**src/inc/i2cbc_cfg.svh**
```systemverilog
// Register offsets, field positions, reset values and timing counts of the I2C master port.
`ifndef I2CBC_CFG_SVH
`define I2CBC_CFG_SVH
`define I2CBC_OFF_BUF 12'h000
`define I2CBC_OFF_CON2 12'h004
`define I2CBC_OFF_STAT 12'h008
`define I2CBC_OFF_RELOAD 12'h00C
`define I2CBC_OFF_FLAGS 12'h010
`define I2CBC_CON2_SEN 0
`define I2CBC_CON2_RSEN 1
`define I2CBC_CON2_PEN 2
`define I2CBC_CON2_ACKEN 4
`define I2CBC_CON2_ACKDT 5
`define I2CBC_CON2_ACKSTAT 6
`define I2CBC_STAT_BF 0
`define I2CBC_STAT_S 3
`define I2CBC_STAT_P 4
`define I2CBC_FLG_BCOL 0
`define I2CBC_FLG_SPIF 1
`define I2CBC_RELOAD_RST 7'h10
`endif

```
**src/inc/i2cbc_pkg.sv**
```systemverilog
// Types shared by the I2C master port with bus collision detection.
package i2cbc_pkg;
  typedef enum logic [3:0] {
    ST_IDLE = 4'h0,
    ST_S_CHK = 4'h1,
    ST_S_HI = 4'h2,
    ST_S_LO = 4'h3,
    ST_R_SDA = 4'h4,
    ST_R_SCL = 4'h5,
    ST_R_HI = 4'h6,
    ST_R_LO = 4'h7,
    ST_P_SDA = 4'h8,
    ST_P_SCL = 4'h9,
    ST_P_HI = 4'hA,
    ST_P_CHK = 4'hB,
    ST_TX_LO = 4'hC,
    ST_TX_HI = 4'hD,
    ST_A_LO = 4'hE,
    ST_A_HI = 4'hF
  } i2cbc_state_t;
  typedef struct packed {
    logic scl_oe;
    logic sda_oe;
  } i2cbc_drive_t;
endpackage : i2cbc_pkg

```
**src/rtl/i2cbc_master.sv**
```systemverilog
// I2C master port with multi-master arbitration and bus collision detection.
//
// Operation
// Released SDA expecting one but sampled low with SCL high: collision.
// Any collision sets collision flag and returns the port to idle.
// Collision in a byte: stop shifting, clear buffer full, release lines.
// Collision in start/restart/stop/ack: abort, release lines, clear enable bits.
// After collision keep monitoring; stop on bus sets port interrupt flag.
// A buffer write after collision sends from the first data bit.
// Start and stop seen on the bus raise the port interrupt flag.
// Software starts only when stop seen, or start and stop both clear; the port starts on sen_q without checking start_seen_q or stop_seen_q.
// Start with SDA or SCL already low: abort, flag collision, go idle.
// Start: with SDA high and lines released, load generator and count.
// SCL low while SDA high in first start count is a collision.
// SDA low in first start count: reset generator, drive SDA low early.
// SDA high to count end: drive SDA low, count again, then drive SCL low.
// Restart: release SDA, count, release SCL; SDA low when SCL high collides.
// Restart with SDA high: reload and count; SDA falling is no collision.
// Restart: SCL falling before timeout with SDA not driven is a collision.
// Restart timeout with both high: drive SDA low, count, drive SCL low.
// Stop: drive SDA low, release SCL when SDA low, count when SCL high.
// Stop: SDA low after count following SDA release is a collision.
// Stop: SCL low after release but before SDA rises is a collision.
// Released SCL pauses the generator until SCL reads high, then reloads.
// Collision flag stays until software clears it.
//
// The APB slave port and the address map are this design's own decisions.
`timescale 1ns/1ns
`include "i2cbc_cfg.svh"
module i2cbc_master (
  input wire logic pclk,
  input wire logic presetn,
  input wire logic psel,
  input wire logic penable,
  input wire logic pwrite,
  input wire logic [11:0] paddr,
  input wire logic [31:0] pwdata,
  output logic [31:0] prdata,
  output logic pready,
  output logic pslverr,
  input wire logic scl_i,
  output logic scl_o,
  output logic scl_oe,
  input wire logic sda_i,
  output logic sda_o,
  output logic sda_oe
);

  ////////////////////////////////////////////////////////////////////////////
  // Pin synchronisers and bus condition detection.
  logic [1:0] scl_sync_q;
  logic [1:0] sda_sync_q;
  logic scl_prev_q;
  logic sda_prev_q;
  always_ff @(posedge pclk or negedge presetn) begin
    if (!presetn) begin
      scl_sync_q <= 2'h3;
      sda_sync_q <= 2'h3;
      scl_prev_q <= 1'b1;
      sda_prev_q <= 1'b1;
    end else begin
      scl_sync_q <= {scl_sync_q[0], scl_i};
      sda_sync_q <= {sda_sync_q[0], sda_i};
      scl_prev_q <= scl_sync_q[1];
      sda_prev_q <= sda_sync_q[1];
    end
  end
  wire scl_hi = scl_sync_q[1];
  wire sda_hi = sda_sync_q[1];
  wire bus_start = scl_hi && scl_prev_q && sda_prev_q && !sda_hi;
  wire bus_stop = scl_hi && scl_prev_q && !sda_prev_q && sda_hi;
  wire scl_fell = scl_prev_q && !scl_hi;

  ////////////////////////////////////////////////////////////////////////////
  // Registers and APB decode. The slave answers in the access cycle.
  i2cbc_pkg::i2cbc_state_t state_q;
  i2cbc_pkg::i2cbc_state_t state_d;
  logic [7:0] shift_q;
  logic [3:0] bit_cnt_q;
  logic [6:0] reload_q;
  logic [6:0] baud_cnt_q;
  logic buf_full_q;
  logic sen_q;
  logic rsen_q;
  logic pen_q;
  logic acken_q;
  logic ackdt_q;
  logic ackstat_q;
  logic start_seen_q;
  logic stop_seen_q;
  logic bus_collision_flag_q;
  logic serial_port_int_flag_q;
  i2cbc_pkg::i2cbc_drive_t drv_q;
  i2cbc_pkg::i2cbc_drive_t drv_d;

  wire acc = psel && penable;
  wire wr = acc && pwrite;
  wire sel_buf = paddr == `I2CBC_OFF_BUF;
  wire sel_con2 = paddr == `I2CBC_OFF_CON2;
  wire sel_stat = paddr == `I2CBC_OFF_STAT;
  wire sel_reload = paddr == `I2CBC_OFF_RELOAD;
  wire sel_flags = paddr == `I2CBC_OFF_FLAGS;
  wire mapped = sel_buf || sel_con2 || sel_stat || sel_reload || sel_flags;
  wire idle = state_q == i2cbc_pkg::ST_IDLE;
  wire wr_buf = wr && sel_buf && idle;
  wire wr_con2 = wr && sel_con2 && idle;
  wire [31:0] rd_con2 = {25'h0, ackstat_q, ackdt_q, acken_q, 1'b0, pen_q, rsen_q, sen_q};
  wire [31:0] rd_stat = {27'h0, stop_seen_q, start_seen_q, 2'h0, buf_full_q};
  wire [31:0] rd_flags = {30'h0, serial_port_int_flag_q, bus_collision_flag_q};
  wire [31:0] rd_mux = sel_buf ? {24'h0, shift_q} :
                       sel_con2 ? rd_con2 :
                       sel_stat ? rd_stat :
                       sel_reload ? {25'h0, reload_q} :
                       sel_flags ? rd_flags : 32'h0;

  ////////////////////////////////////////////////////////////////////////////
  // Baud generator: counts down from the reload value; zero is a timeout.
  logic baud_load;
  wire baud_zero = baud_cnt_q == 7'h00;
  logic collide;
  logic byte_done;

  always_comb begin
    state_d = state_q;
    drv_d = drv_q;
    baud_load = 1'b0;
    collide = 1'b0;
    byte_done = 1'b0;
    case (state_q)
      i2cbc_pkg::ST_IDLE: begin
        if (sen_q) begin
          drv_d = '0;
          if (!sda_hi || !scl_hi) begin
            collide = 1'b1;
          end else begin
            baud_load = 1'b1;
            state_d = i2cbc_pkg::ST_S_CHK;
          end
        end else if (rsen_q) begin
          drv_d.sda_oe = 1'b0;
          baud_load = 1'b1;
          state_d = i2cbc_pkg::ST_R_SDA;
        end else if (pen_q) begin
          drv_d.sda_oe = 1'b1;
          state_d = i2cbc_pkg::ST_P_SDA;
        end else if (acken_q) begin
          drv_d.scl_oe = 1'b1;
          drv_d.sda_oe = !ackdt_q;
          baud_load = 1'b1;
          state_d = i2cbc_pkg::ST_A_LO;
        end else if (buf_full_q) begin
          drv_d.scl_oe = 1'b1;
          drv_d.sda_oe = !shift_q[7];
          baud_load = 1'b1;
          state_d = i2cbc_pkg::ST_TX_LO;
        end
      end
      i2cbc_pkg::ST_S_CHK: begin
        if (!sda_hi) begin
          drv_d.sda_oe = 1'b1;
          baud_load = 1'b1;
          state_d = i2cbc_pkg::ST_S_LO;
        end else if (!scl_hi) begin
          collide = 1'b1;
        end else if (baud_zero) begin
          drv_d.sda_oe = 1'b1;
          baud_load = 1'b1;
          state_d = i2cbc_pkg::ST_S_LO;
        end
      end
      i2cbc_pkg::ST_S_LO: begin
        if (baud_zero) begin
          drv_d.scl_oe = 1'b1;
          state_d = i2cbc_pkg::ST_IDLE;
        end
      end
      i2cbc_pkg::ST_R_SDA: begin
        if (baud_zero) begin
          drv_d.scl_oe = 1'b0;
          state_d = i2cbc_pkg::ST_R_SCL;
        end
      end
      i2cbc_pkg::ST_R_SCL: begin
        if (scl_hi) begin
          if (!sda_hi) begin
            collide = 1'b1;
          end else begin
            baud_load = 1'b1;
            state_d = i2cbc_pkg::ST_R_HI;
          end
        end
      end
      i2cbc_pkg::ST_R_HI: begin
        if (scl_fell) begin
          collide = 1'b1;
        end else if (baud_zero) begin
          drv_d.sda_oe = 1'b1;
          baud_load = 1'b1;
          state_d = i2cbc_pkg::ST_R_LO;
        end
      end
      i2cbc_pkg::ST_R_LO: begin
        if (baud_zero) begin
          drv_d.scl_oe = 1'b1;
          state_d = i2cbc_pkg::ST_IDLE;
        end
      end
      i2cbc_pkg::ST_P_SDA: begin
        if (!sda_hi) begin
          drv_d.scl_oe = 1'b0;
          state_d = i2cbc_pkg::ST_P_SCL;
        end
      end
      i2cbc_pkg::ST_P_SCL: begin
        if (scl_hi) begin
          baud_load = 1'b1;
          state_d = i2cbc_pkg::ST_P_HI;
        end
      end
      i2cbc_pkg::ST_P_HI: begin
        if (!scl_hi) begin
          collide = 1'b1;
        end else if (baud_zero) begin
          drv_d.sda_oe = 1'b0;
          baud_load = 1'b1;
          state_d = i2cbc_pkg::ST_P_CHK;
        end
      end
      i2cbc_pkg::ST_P_CHK: begin
        if (baud_zero) begin
          if (!sda_hi) begin
            collide = 1'b1;
          end else begin
            state_d = i2cbc_pkg::ST_IDLE;
          end
        end
      end
      i2cbc_pkg::ST_TX_LO, i2cbc_pkg::ST_A_LO: begin
        if (baud_zero) begin
          drv_d.scl_oe = 1'b0;
          state_d = (state_q == i2cbc_pkg::ST_TX_LO) ? i2cbc_pkg::ST_TX_HI
                                                     : i2cbc_pkg::ST_A_HI;
        end
      end
      i2cbc_pkg::ST_TX_HI: begin
        if (scl_hi && !drv_q.sda_oe && !sda_hi && bit_cnt_q != 4'h8) begin
          collide = 1'b1;
        end else if (scl_hi && baud_zero && scl_prev_q) begin
          drv_d.scl_oe = 1'b1;
          baud_load = 1'b1;
          if (bit_cnt_q == 4'h8) begin
            byte_done = 1'b1;
            state_d = i2cbc_pkg::ST_IDLE;
          end else begin
            drv_d.sda_oe = (bit_cnt_q == 4'h7) ? 1'b0 : !shift_q[6];
            state_d = i2cbc_pkg::ST_TX_LO;
          end
        end
      end
      i2cbc_pkg::ST_A_HI: begin
        if (scl_hi && !drv_q.sda_oe && !sda_hi) begin
          collide = 1'b1;
        end else if (scl_hi && baud_zero && scl_prev_q) begin
          drv_d.scl_oe = 1'b1;
          state_d = i2cbc_pkg::ST_IDLE;
        end
      end
      default: begin
        state_d = i2cbc_pkg::ST_IDLE;
      end
    endcase
    if (collide) begin
      drv_d = '0;
      state_d = i2cbc_pkg::ST_IDLE;
    end
  end

  // A released SCL holds the count at its reload value until the line reads high.
  wire scl_wait = !drv_q.scl_oe && !scl_hi;
  wire tx_hi_edge = (state_q == i2cbc_pkg::ST_TX_HI || state_q == i2cbc_pkg::ST_A_HI)
                    && scl_hi && !scl_prev_q;

  ////////////////////////////////////////////////////////////////////////////
  // State, baud generator and shifter.
  always_ff @(posedge pclk or negedge presetn) begin
    if (!presetn) begin
      state_q <= i2cbc_pkg::ST_IDLE;
      drv_q <= '0;
      baud_cnt_q <= 7'h00;
    end else begin
      state_q <= state_d;
      drv_q <= drv_d;
      if (baud_load || scl_wait || tx_hi_edge) begin
        baud_cnt_q <= reload_q;
      end else if (!baud_zero) begin
        baud_cnt_q <= baud_cnt_q - 7'h01;
      end
    end
  end

  always_ff @(posedge pclk or negedge presetn) begin
    if (!presetn) begin
      shift_q <= 8'h00;
      bit_cnt_q <= 4'h0;
      buf_full_q <= 1'b0;
      ackstat_q <= 1'b0;
    end else if (collide) begin
      buf_full_q <= 1'b0;
      bit_cnt_q <= 4'h0;
    end else if (wr_buf) begin
      shift_q <= pwdata[7:0];
      bit_cnt_q <= 4'h0;
      buf_full_q <= 1'b1;
    end else if (state_q == i2cbc_pkg::ST_TX_HI && state_d == i2cbc_pkg::ST_TX_LO) begin
      shift_q <= {shift_q[6:0], 1'b0};
      bit_cnt_q <= bit_cnt_q + 4'h1;
      if (bit_cnt_q == 4'h7) begin
        buf_full_q <= 1'b0;
      end
    end else if (byte_done) begin
      ackstat_q <= sda_hi;
      bit_cnt_q <= 4'h0;
    end
  end

  ////////////////////////////////////////////////////////////////////////////
  // Control enables and flags; a hardware set wins over a software clear.
  wire seq_end = !idle && state_d == i2cbc_pkg::ST_IDLE;
  wire flag_clr = wr && sel_flags;
  always_ff @(posedge pclk or negedge presetn) begin
    if (!presetn) begin
      sen_q <= 1'b0;
      rsen_q <= 1'b0;
      pen_q <= 1'b0;
      acken_q <= 1'b0;
      ackdt_q <= 1'b0;
      reload_q <= `I2CBC_RELOAD_RST;
      start_seen_q <= 1'b0;
      stop_seen_q <= 1'b0;
      bus_collision_flag_q <= 1'b0;
      serial_port_int_flag_q <= 1'b0;
    end else begin
      if (collide || seq_end) begin
        sen_q <= 1'b0;
        rsen_q <= 1'b0;
        pen_q <= 1'b0;
        acken_q <= 1'b0;
      end else if (wr_con2) begin
        sen_q <= pwdata[`I2CBC_CON2_SEN];
        rsen_q <= pwdata[`I2CBC_CON2_RSEN];
        pen_q <= pwdata[`I2CBC_CON2_PEN];
        acken_q <= pwdata[`I2CBC_CON2_ACKEN];
        ackdt_q <= pwdata[`I2CBC_CON2_ACKDT];
      end
      if (wr && sel_reload) begin
        reload_q <= pwdata[6:0];
      end
      if (bus_start) begin
        start_seen_q <= 1'b1;
        stop_seen_q <= 1'b0;
      end else if (bus_stop) begin
        stop_seen_q <= 1'b1;
        start_seen_q <= 1'b0;
      end
      if (collide) begin
        bus_collision_flag_q <= 1'b1;
      end else if (flag_clr && pwdata[`I2CBC_FLG_BCOL]) begin
        bus_collision_flag_q <= 1'b0;
      end
      if (bus_start || bus_stop || byte_done) begin
        serial_port_int_flag_q <= 1'b1;
      end else if (flag_clr && pwdata[`I2CBC_FLG_SPIF]) begin
        serial_port_int_flag_q <= 1'b0;
      end
    end
  end

  ////////////////////////////////////////////////////////////////////////////
  // APB answer and pin outputs.
  always_ff @(posedge pclk or negedge presetn) begin
    if (!presetn) begin
      prdata <= 32'h0;
      pready <= 1'b0;
      pslverr <= 1'b0;
      scl_oe <= 1'b0;
      sda_oe <= 1'b0;
      scl_o <= 1'b0;
      sda_o <= 1'b0;
    end else begin
      pready <= psel && !penable;
      pslverr <= psel && !penable && !(mapped);
      prdata <= (psel && !penable) ? rd_mux : 32'h0;
      scl_oe <= drv_d.scl_oe;
      sda_oe <= drv_d.sda_oe;
      scl_o <= 1'b0;
      sda_o <= 1'b0;
    end
  end

endmodule : i2cbc_master

```
**config.mk**
```make
export PLATFORM = sky130hd
export DESIGN_NAME = i2cbc_master
export DESIGN_NICKNAME = d
export VERILOG_FILES = /design/src/inc/i2cbc_pkg.sv /design/src/rtl/i2cbc_master.sv
export VERILOG_INCLUDE_DIRS = /design/src /design/src/inc
export SDC_FILE = /design/constraint.sdc
export NUM_CORES = 1
export LEC_CHECK = 0
export BUFFER_PORTS_ARGS = -buffer_cell sky130_fd_sc_hd__buf_2
export CORE_MARGIN = 1
export CORE_UTILIZATION = 45
export CTS_CLUSTER_SIZE = 28
export DETAILED_ROUTE_END_ITERATION = 12
export MAX_ROUTING_LAYER = met4
export PLACE_DENSITY = 0.79
export SLEW_MARGIN = 20
export SYNTH_ARGS = -nofsm -noshare
export SYNTH_HDL_FRONTEND = slang
export SYNTH_SLANG_ARGS = --single-unit
```
**constraint.sdc**
```tcl
create_clock -name pclk -period 3.9 [get_ports pclk]
set_input_delay 0.39 -clock pclk [delete_from_list [all_inputs] [get_ports pclk]]
set_output_delay 0.39 -clock pclk [all_outputs]
set_load 0.02 [all_outputs]
```
* Word-level counts from Yosys, hierarchy flattened
Cells that the tools add are included.
** Word-level totals
- Output and inout port bits :: 38
- Register bits :: 59
- Word-level logic and storage cells :: 263
- Bits of input ports :: 51
** Cells by class
- Mux-type cells :: 119
- Eq/ne operators :: 39
- Reduce and logical (&&, ||, !) cells :: 74
- Bitwise logic cells :: 4
- Add/sub/neg operators :: 2
** Operator list (count)
- two-way mux 4 bit :: 32
- two-way mux 1 bit :: 65
- case mux 4 bit (13 select lines) :: 1
- equality test 4 bit (second input constant) :: 10
- two-way mux 7 bit :: 5
- two-way mux 8 bit :: 4
- logical AND 1 bit :: 28
- != test 3 bit (second input constant) :: 9
- equality test 12 x 4 -> 1 bit (second input constant) :: 2
- equality test 4 x 3 -> 1 bit (second input constant) :: 5
- two-way mux 2 bit :: 8
- equality test 12 x 3 -> 1 bit (second input constant) :: 1
- equality test 12 x 5 -> 1 bit (second input constant) :: 1
- logical NOT 1 bit :: 12
- logical NOT 12 bit :: 1
- logical OR 1 bit :: 11
- AND reduction 11 bit :: 1
- nonzero test 2 bit :: 5
- AND reduction 9 bit :: 1
- logical NOT 4 bit :: 2
- != test 4 x 3 -> 1 bit (second input constant) :: 2
- != test 4 bit (second input constant) :: 2
- case mux 1 bit (8 select lines) :: 1
- logical NOT 7 bit :: 1
- 20 further kinds :: 28

* Logic depth before layout (Yosys ltp)
Gate-level depths: netlist (run 1).
- Depth after elaboration :: 12
- Mapped depth :: 11
- Mapped depth without buffers :: 8

* Least setup slack after synthesis (run 1)
OpenSTA, ideal clock, no wires.
- Path type :: register -> register
- From :: reg baud_cnt_q[0]
- To :: reg baud_cnt_q[0]
- Arrival :: 2.963 ns
- Slack :: 0.813 ns
- Period minus slack after synthesis :: 3.087 ns
- Path buffers :: 2
- Setup time :: 0.125 ns
- Stages on the path, launching flop included :: 11
- Data required time :: 3.775 ns
- Cells stage by stage :: dfrtp_1 inv_1 ha_1 or3b_1 buf_2 or2_1 clkbuf_2 or4_4 and4_4 nor4_4 mux2_2
** Between the ends
- Word-level cells in the longest chain between the ends :: 9
- Elaborated cells on any way between the ends :: 16
- Classes of those cells :: add/sub (1); eq/ne (1); mux (9); reduce/logical (5)
** RTL lines
- from (decl) :: RTL line i2cbc_master.sv:81 : logic [6:0] baud_cnt_q;
- from (signal assigned) :: RTL line i2cbc_master.sv:294 : baud_cnt_q <= reload_q;
- from (signal assigned) :: RTL line i2cbc_master.sv:296 : baud_cnt_q <= baud_cnt_q - 7'h01;
- logical NOT 7 bit :: RTL line i2cbc_master.sv:119 : wire baud_zero = baud_cnt_q == 7'h00;
- logical AND 1 bit (2 in a row) :: RTL line i2cbc_master.sv:248 : end else if (scl_hi && baud_zero && scl_prev_q) begin
- two-way mux 1 bit :: RTL line i2cbc_master.sv:248
- two-way mux 1 bit :: RTL line i2cbc_master.sv:246 : if (scl_hi && !drv_q.sda_oe && !sda_hi && bit_cnt_q != 4'h8) begin
- case mux 1 bit (7 select lines) :: RTL line i2cbc_master.sv:129 : case (state_q)
- logical OR 1 bit (2 in a row) :: RTL line i2cbc_master.sv:293 : if (baud_load || scl_wait || tx_hi_edge) begin
- != test 2 x 1 -> 1 bit (no source line) or two-way mux 7 bit (tied branches)
Several ways; a longest one is shown, not always the timed one. The select of a mux whose other input is x is not followed.
A chain may end at the register's enable or synchronous reset.

* Worst setup path after layout (run 1)
- From :: reg baud_cnt_q[0]
- To :: reg baud_cnt_q[2]
The elaborated chain is that of the path after synthesis.

==> results of run 1 <==
-- flip-flops by register name, summed over array words and instances, names as in the netlist, 2 cells and up --
register,cells
bit_cnt_q,4
baud_cnt_q,7
scl_sync_q,2
shift_q,8
sda_sync_q,2
state_q,4
prdata,8
reload_q,7
-- power by group --
part	switching [uW]	total [uW]	internal [uW]
registers	87.0	757	670
clock network	260	572	312
logic	300	524	224
total	647	1850	1210
-- logic make-up after synthesis --
logic type	synth area share, %
AOI/OAI and AO/OA	16.66
xor gates and xnor gates	1.372
adders and majority gates	0.9799
buffers and inverters	8.981
DFF	38.77
muxes	9.765
other	0.09788
and+or+nand+nor	23.38
-- worst max-delay path by stage --
stage / from / end / cells past startpoint
2_1_floorplan: baud_cnt_q[0]$_DFFE_PN0P_ / baud_cnt_q[0]$_DFFE_PN0P_ / 10
3_3_place_gp: baud_cnt_q[0]$_DFFE_PN0P_ / baud_cnt_q[0]$_DFFE_PN0P_ / 8
3_5_place_dp: baud_cnt_q[0]$_DFFE_PN0P_ / baud_cnt_q[2]$_DFFE_PN0P_ / 8
4_1_cts: baud_cnt_q[0]$_DFFE_PN0P_ / baud_cnt_q[2]$_DFFE_PN0P_ / 8
5_1_grt: baud_cnt_q[0]$_DFFE_PN0P_ / baud_cnt_q[2]$_DFFE_PN0P_ / 8
6_report: baud_cnt_q[0]$_DFFE_PN0P_ / baud_cnt_q[2]$_DFFE_PN0P_ / 8
-- cell usage after synthesis, types with 11 or more instances --
| cell | number |
|---|---|
| a21oi_1 | 22 |
| and2_1 | 11 |
| buf_4 | 26 |
| clkbuf_1 | 22 |
| dfrtp_1 | 52 |
| inv_1 | 13 |
| mux2_2 | 17 |
| mux2i_1 | 16 |
| nand2_1 | 23 |
| nand3_1 | 25 |
| nor2_1 | 42 |
| nor3_1 | 11 |
| o21ai_0 | 13 |
-- final cells by class --
class	instances	area, um2
Fill cell	757	4019
Multi-Input combinational cell	329	2096
Inverter	13	48.80
Clock inverter	6	63.81
Clock buffer	10	137.6
Tap cell	105	131.4
Timing Repair Buffer	44	235.2
Sequential cell	59	1485
-- layer usage --
metal	part of all wire, %	wire length [um]	track usage (%)
met5	0	0	-
met4	3.0	288	11.15
met3	6.5	622	3.641
met2	48	4574	37.86
met1	43	4133	29.47
-- through the flow --
step	total power (uW)	worst slack [ns]	instance area (um2)
finish	1853	0.5477	4198
global route	1957	0.4096	4198
CTS	1860	0.5326	4198
detailed placement	1282	0.5501	3996
global placement	1265	0.5957	3996
floorplan	1175	0.8126	3925
-- critical path: cells and delay by family (launching register included) --
family / cells / cell delay (ns)
and+or+nand+nor: 5 / 2.20
DFF: 1 / 0.40
muxes: 1 / 0.40
adders and majority gates: 1 / 0.17
buffers and inverters: 1 / 0.06
==> impl_metrics.yaml, run 1 <==
placement:
  dpl.cell_count: 550
  place_congestion: 0.9735
  io_buffers: 38
  dpl.hpwl_mm: 6.960
logic_synthesis:
  syn_avg_cell_area_um2: 8.951
  synth.top_cell.area_share_pct: 33.96
  yosysTopAreaCell: "dfrtp_1"
  syn-cell-area_um2: 3831
  netlist_instances: 428
  synth_seq_area_share_pct: 38.77
  ys.flop_type: "dfrtp_1"
  synthArstFlopShare_pct: 100.0
  ys_ff_latch: 59
  synthDistinctLibCells: 63
  yosysWarnings: 0
  yosys-top-cells-area: "dfrtp_1, buf_4, mux2_2"
  synth_enable_flop_cells: 0
critical_path:
  worst-r2r-setup-slack_ns: 0.55
  rr_startpoint: "baud_cnt_q[0]$_DFFE_PN0P_"
  cpPeakStageDelay_ns: 0.56
  r2r-end: "baud_cnt_q[2]$_DFFE_PN0P_"
  reg2reg_depth: 8
  worstSetupPathType: "reg -> reg"
  critPathSlowestCell: "or4_4"
  endpoint_kind: "flip-flop"
  path_cells: "inv_1 -> ha_1 -> or3b_1 -> or2_1 -> or4_4 -> and4_4 -> nor4_4 -> mux2_2"
  startpoint_type: "flip-flop"
  cp_data_required_time_ns: 4.12
  cp_max_fo: 11
  cp.arrival_ns: 3.57
detailed_routing:
  first_iter_violations: 267
  routedWlPerCell_um: 16.99
  vias: 3342
  wl_mm: 9.617
  first_pass_iters: 5
  ant_nets: 0
  viasPerCell: 5.905
  drc: 0
global_routing:
  grt_pass1_vias: 3211
  antenna_found_initial: 0
  grt_first_pass_wirelength_mm: 15.58
  grt_overflow_total: 0
  track_usage_pct: 23.72
  grt_max_degree: 38
floorplan:
  die_y_um: 94.27
  core_um2: 8217
  die_w_um: 94.27
  start_util_pct: 46.63
  ios: 89
  rows: 33
  die-area_um2: 8887
cts:
  cts_made_buffers: 9
  post-cts-setup-buffers: 0
  clk_pin_slew_ns: 0.07
  htreeDepth: 3
  cts_tree: "built"
  cts_root_buffer: "clkbuf_8"
  clockBufferDepth: 2
  ctsResizeCount: 0
  cts.sinks: 59
  clock_latency_ns: 0.34
  cts_hold_buf: 0
timing:
  grt_setup_unrepaired: "no"
  fmax_mhz: 298.3
  finalClockSkew_ns: 0.01116
  period_minus_slack_ns: 3.352
  fin_crit_sh_pct: 85.96
  relSlewSlack_pct: 38.25
  whs_ns: 0.1415
  hold_viol_final: 0
  report.final.slew_viol_count: 0
  finalSetupViolations: 0
  fin_setup_tns_ns: 0
  tightest_slew_ns: 0.9263
layout:
  layout_common_cells: "dfrtp_1, nor2_1, buf_2"
  num-nets-final: 510
  fin_cells: 566
  final_common_cell: "dfrtp_1"
  syn2layout_area_growth_pct: 9.569
  drive_gt1_share_pct: 20.61
  insertedDiodeCount: 0
  postLayoutCoreUtil_pct: 51.09
power:
  powerDensity_nw_per_um2: 441.4
  power.leakage_uw: 0.002020
  power.ir.vdd_worst_v: 0.0002368
min_path:
  hold_class: "in -> async"
status:
  outcome: "finished clean"
job:
  cap_violations: 0
Power figures use the tool's default switching activity.
==> run 2, diff against run 1 <==
==> constraint.sdc (replaced) <==
create_clock -name pclk -period 3.5 [get_ports pclk]
set_input_delay 0.35 -clock pclk [delete_from_list [all_inputs] [get_ports pclk]]
set_output_delay 0.35 -clock pclk [all_outputs]
set_load 0.02 [all_outputs]
==> run 2 against run 1 <==
  * Cell area rose by 1.4%
  * Non-clock buffer count increased by 7
  * Count of clock-buffer cells in the layout fell by 1
  * Clock skew rose by 0.0012 ns
  * Register-to-register slack worse by 0.25 ns
  * Global-route usage increased by 0.36 points
  * Hold slack worse by 0.051 ns
  * Critical path type unchanged
  * Power grew 15%
  * Sequential power rose by 9.0%
  * Clock power rose by 17%
  * Fmax grew 4.6%
  * Combinational power increased by 21%
==> impl_metrics.yaml, run 2 (same netlist as run 1, synthesis figures left out) <==
status:
  outcome: "finished clean"
timing:
  tightest_slew_ns: 0.8440
  hold_viol_final: 0
  fmax_mhz: 312.1
  setup_slack_ns: 0.2958
  report.final.slew_viol_count: 0
  grt_setup_unrepaired: "no"
  finalSetupViolations: 0
  fin_crit_sh_pct: 91.55
  relSlewSlack_pct: 43.73
  finalClockSkew_ns: 0.01236
  fin_setup_tns_ns: 0
  period_minus_slack_ns: 3.204
critical_path:
  r2r-end: "baud_cnt_q[1]$_DFFE_PN0P_"
  endpoint_kind: "flip-flop"
  crit_path_end: "baud_cnt_q[1]$_DFFE_PN0P_"
  reg2reg_depth: 8
  rr_startpoint: "baud_cnt_q[0]$_DFFE_PN0P_"
  worst-r2r-setup-slack_ns: 0.30
  cp_max_fo: 11
  startpoint_type: "flip-flop"
  startpoint: "baud_cnt_q[0]$_DFFE_PN0P_"
  worstSetupPathType: "reg -> reg"
  cp.arrival_ns: 3.44
  cp_data_required_time_ns: 3.73
global_routing:
  track_usage_pct: 24.09
  grt_overflow_total: 0
  antenna_found_initial: 0
  grt_first_pass_wirelength_mm: 15.72
  grt_max_degree: 40
  grt_pass1_vias: 3156
cts:
  clk_pin_slew_ns: 0.08
  ctsResizeCount: 0
  cts.sinks: 59
  cts_tree: "built"
  clock_latency_ns: 0.36
  htreeDepth: 3
  clockBufferDepth: 2
  post-cts-setup-buffers: 0
  cts_hold_buf: 0
  cts_root_buffer: "clkbuf_8"
  cts_made_buffers: 9
floorplan:
  ios: 89
  die_w_um: 94.27
  start_util_pct: 46.63
  core_um2: 8217
  rows: 33
  die_y_um: 94.27
  die-area_um2: 8887
layout:
  insertedDiodeCount: 0
  postLayoutCoreUtil_pct: 51.80
  finalInstanceArea_um2: 4257
  layout_common_cells: "dfrtp_1, nor2_1, buf_2"
  num-nets-final: 517
  final_common_cell: "dfrtp_1"
  drive_gt1_share_pct: 21.79
  reg.largest.list: "prdata (8), shift_q (8)"
  syn2layout_area_growth_pct: 11.10
placement:
  io_buffers: 38
  pre_cts_ws_ns: 0.3111
  place_congestion: 0.9396
  dpl.hpwl_mm: 7.093
  post_dp_cell_area_um2: 4049
detailed_routing:
  first_pass_iters: 5
  vias: 3403
  first_iter_violations: 325
  routedWlPerCell_um: 17.00
  drc: 0
  wl_mm: 9.740
  viasPerCell: 5.939
  ant_nets: 0
power:
  powerDensity_nw_per_um2: 499.3
  power.leakage_uw: 0.002061
  power.ir.vdd_worst_v: 0.0002858
job:
  cap_violations: 0
min_path:
  hold_class: "in -> async"
[run 2: worst min path at each step]
stage / slack (ns) / cells past startpoint / endpoint / from
CTS: 0.08 / 1 / sda_sync_q[0]$_DFF_PN1_ / sda_i
detailed placement: 0.35 / 0 / scl_sync_q[1]$_DFF_PN1_ / scl_sync_q[0]$_DFF_PN1_
global route: 0.09 / 1 / sda_sync_q[0]$_DFF_PN1_ / sda_i
global placement: 0.35 / 0 / sda_sync_q[1]$_DFF_PN1_ / sda_sync_q[0]$_DFF_PN1_
floorplan: 0.05 / 0 / ackdt_q$_DFFE_PN0P_ / presetn
finish: 0.09 / 1 / prdata[7]$_DFF_PN0_ / presetn
[run 2: area by class of cell]
| type | instances | area, um2 |
|---|---|---|
| timing repair buffer | 51 | 287.8 |
| multi-input combinational | 329 | 2096 |
| inverter | 13 | 48.80 |
| clock buffer | 9 | 123.9 |
| fill | 751 | 3960 |
| clock inverter | 7 | 83.83 |
| tap | 105 | 131.4 |
| sequential | 59 | 1485 |
[run 2: metal layers]
layer / wire [um] / GRT usage [%] / vias up
met3: 654 / 3.722 / 42
met1: 4186 / 30.88 / 1595
met2: 4588 / 37.98 / 194
li1: - / - / 1572
met5: 0 / - / -
met4: 310 / 9.872 / 0
[run 2: critical path, stage by stage, from the launching register on]
cell and delay [ns]:
dfrtp_1 0.41, inv_1 0.06, ha_1 0.16, or3b_1 0.37, or2_1 0.35, or4_4 0.56, and4_4 0.27, nor4_4 0.51
mux2_2 0.40
[run 2: power breakdown]
part	leakage [uW]	internal (uW)	total (uW)	switching, uW
clock	0.000103	342	667	325
sequential	0.000733	746	825	78.9
combinational	0.00122	274	633	359
total	0.00206	1360	2130	763
[run 2: metrics by stage]
stage          instances  power, uW  hold WS (ns)
2_1_floorplan        453       1309       0.05441
3_3_place_gp         557       1437        0.3463
3_5_place_dp         557       1460        0.3472
4_1_cts              573       2132       0.08127
5_1_grt              573       2239       0.08949
6_report             573       2125       0.09044
==> run 3, diff against run 2 <==
==> constraint.sdc (replaced) <==
create_clock -name pclk -period 3.12 [get_ports pclk]
set_input_delay 0.312 -clock pclk [delete_from_list [all_inputs] [get_ports pclk]]
set_output_delay 0.312 -clock pclk [all_outputs]
set_load 0.02 [all_outputs]
==> run 3 against run 2 <==
  * Cell area is 0.79% higher
  * Setup slack worse by 0.19 ns
  * Critical path depth is 1 higher
  * Clock power is 7.9% higher
  * Clock skew is 0.0011 ns lower
  * Sequential cell count stayed put
  * Via count is 1.8% higher
  * Sequential power is 14% higher
  * Count of clock-buffer cells in the layout stayed put
  * Register-to-register slack worse by 0.19 ns
==> impl_metrics.yaml, run 3 (same netlist as run 1, synthesis figures left out) <==
status:
  outcome: "finished clean"
critical_path:
  path_cells: "inv_1 -> ha_1 -> or3b_1 -> or2_1 -> or4_4 -> and4_4 -> nor4_4 -> buf_6 -> mux2_2"
  cp_max_fo: 11
  cpPeakStageDelay_ns: 0.55
  cp.arrival_ns: 3.24
  critPathSlowestCell: "or4_4"
  endpoint_kind: "flip-flop"
  startpoint_type: "flip-flop"
  crit_buf_inv: 2
  worstSetupPathType: "reg -> reg"
  critical_path.top_delay_family: "simple AND/OR/NAND/NOR gates"
  cp_data_required_time_ns: 3.34
placement:
  place_congestion: 0.9748
  dpl.hpwl_mm: 7.219
  io_buffers: 38
  post_dp_cell_area_um2: 4086
  dpl.cell_count: 562
detailed_routing:
  vias: 3464
  wl_mm: 10.05
  first_iter_violations: 262
  ant_nets: 0
  routedWlPerCell_um: 17.38
  first_pass_iters: 4
  drc: 0
  viasPerCell: 5.993
timing:
  relSlewSlack_pct: 41.02
  period_minus_slack_ns: 3.019
  tightest_slew_ns: 0.8772
  hold_viol_final: 0
  report.final.slew_viol_count: 0
  finalClockSkew_ns: 0.01128
  finalSetupViolations: 0
  grt_setup_unrepaired: "no"
  fin_setup_tns_ns: 0
  fin_crit_sh_pct: 96.75
  fmax_mhz: 331.3
cts:
  htreeDepth: 3
  clk_pin_slew_ns: 0.07
  clockBufferDepth: 2
  post-cts-setup-buffers: 0
  cts_hold_buf: 0
  clock_latency_ns: 0.35
  cts_tree: "built"
  cts_root_buffer: "clkbuf_8"
  cts.sinks: 59
  cts_made_buffers: 9
floorplan:
  rows: 33
  die_y_um: 94.27
  die-area_um2: 8887
  start_util_pct: 46.63
  ios: 89
  die_w_um: 94.27
  core_um2: 8217
power:
  power.leakage_uw: 0.002076
  power.ir.vdd_worst_v: 0.0002455
  powerDensity_nw_per_um2: 558.6
layout:
  final_common_cell: "dfrtp_1"
  syn2layout_area_growth_pct: 11.99
  fill_cells: 765
  drive_gt1_share_pct: 22.62
  layout_common_cells: "dfrtp_1, nor2_1, buf_2"
  num-nets-final: 522
  insertedDiodeCount: 0
  finalInstanceArea_um2: 4290
  reg.largest.list: "prdata (8), shift_q (8)"
  fin_cells: 578
global_routing:
  antenna_found_initial: 0
  grt_pass1_vias: 3446
  grt_first_pass_wirelength_mm: 17.05
  grt_max_degree: 60
  grt_overflow_total: 0
  track_usage_pct: 25.91
job:
  cap_violations: 0
min_path:
  hold_class: "in -> reg"
==> run 3: changes by cell type in the layout (fill, tap and decap cells not counted), sizes merged <==
| cell | delta |
|---|---|
| buf | +5 |
| inv | -3 |
| clkinvlp | +1 |
| clkinv | +2 |
==> run 3: final timing paths <==
check | startpoint | endpoint | slack (ns) | cells past startpoint
min | sda_i | sda_sync_q[0]$_DFF_PN1_ | 0.07 | 1
min in group asynchronous | presetn | prdata[7]$_DFF_PN0_ | 0.10 | 2
max in group asynchronous | presetn | buf_full_q$_DFFE_PN0P_ | 2.50 | 2
max reg2reg | baud_cnt_q[0]$_DFFE_PN0P_ | baud_cnt_q[3]$_DFFE_PN0P_ | 0.10 | 9
max | baud_cnt_q[0]$_DFFE_PN0P_ | baud_cnt_q[3]$_DFFE_PN0P_ | 0.10 | 9
min reg2reg | scl_sync_q[0]$_DFF_PN1_ | scl_sync_q[1]$_DFF_PN1_ | 0.35 | 0
==> run 3: metal layers <==
| metal | track usage (%) | part of all wire, % |
|---|---|---|
| met5 | - | 0 |
| met2 | 39.79 | 47 |
| met1 | 32.53 | 43 |
| met3 | 5.178 | 7.0 |
| met4 | 12.69 | 3.0 |
==> run 3: cell type report <==
type / instances / area (um2) / share of cell area (%)
clock buffer: 9 / 123.9 / 2.887
clock inverter: 7 / 76.32 / 1.779
inverter: 13 / 48.80 / 1.137
multi-input combinational: 329 / 2096 / 48.85
sequential: 59 / 1485 / 34.62
tap: 105 / 131.4 / 3.062
timing repair buffer: 56 / 329.1 / 7.670
==> run 3: what timing repair did <==
action | in CTS | in global routing
setup endpoints to repair | 0 | 2
endpoints found under the hold margin | 0 | 0
gates resized for setup | 0 | 1
==> run 3: worst register-to-register path: cells and delay by family (launching register included) <==
kind / cells / cell delay [ns]
fa+ha+maj: 1 / 0.17
buf+inv: 2 / 0.24
flops: 1 / 0.41
mux: 1 / 0.34
simple gates: 5 / 1.75
==> run 3: power breakdown <==
part,internal (uW),switching (uW),leakage (uW),total (uW)
clock,372,348,0.0000958,720
combinational,341,394,0.00125,735
sequential,837,105,0.000733,942
==> run 3: metrics by stage <==
stage | total power (uW) | hold WS, ns | util (%) | setup slack (ns)
2_1_floorplan | 1468 | 0.01641 | - | 0.03260
3_3_place_gp | 1650 | 0.3467 | 49.73 | 0.1849
3_5_place_dp | 1672 | 0.3484 | 49.73 | 0.1184
4_1_cts | 2395 | 0.05017 | 52.17 | 0.1015
5_1_grt | 2536 | 0.06043 | 52.22 | 0.01264
6_report | 2396 | 0.06677 | 52.22 | 0.1014
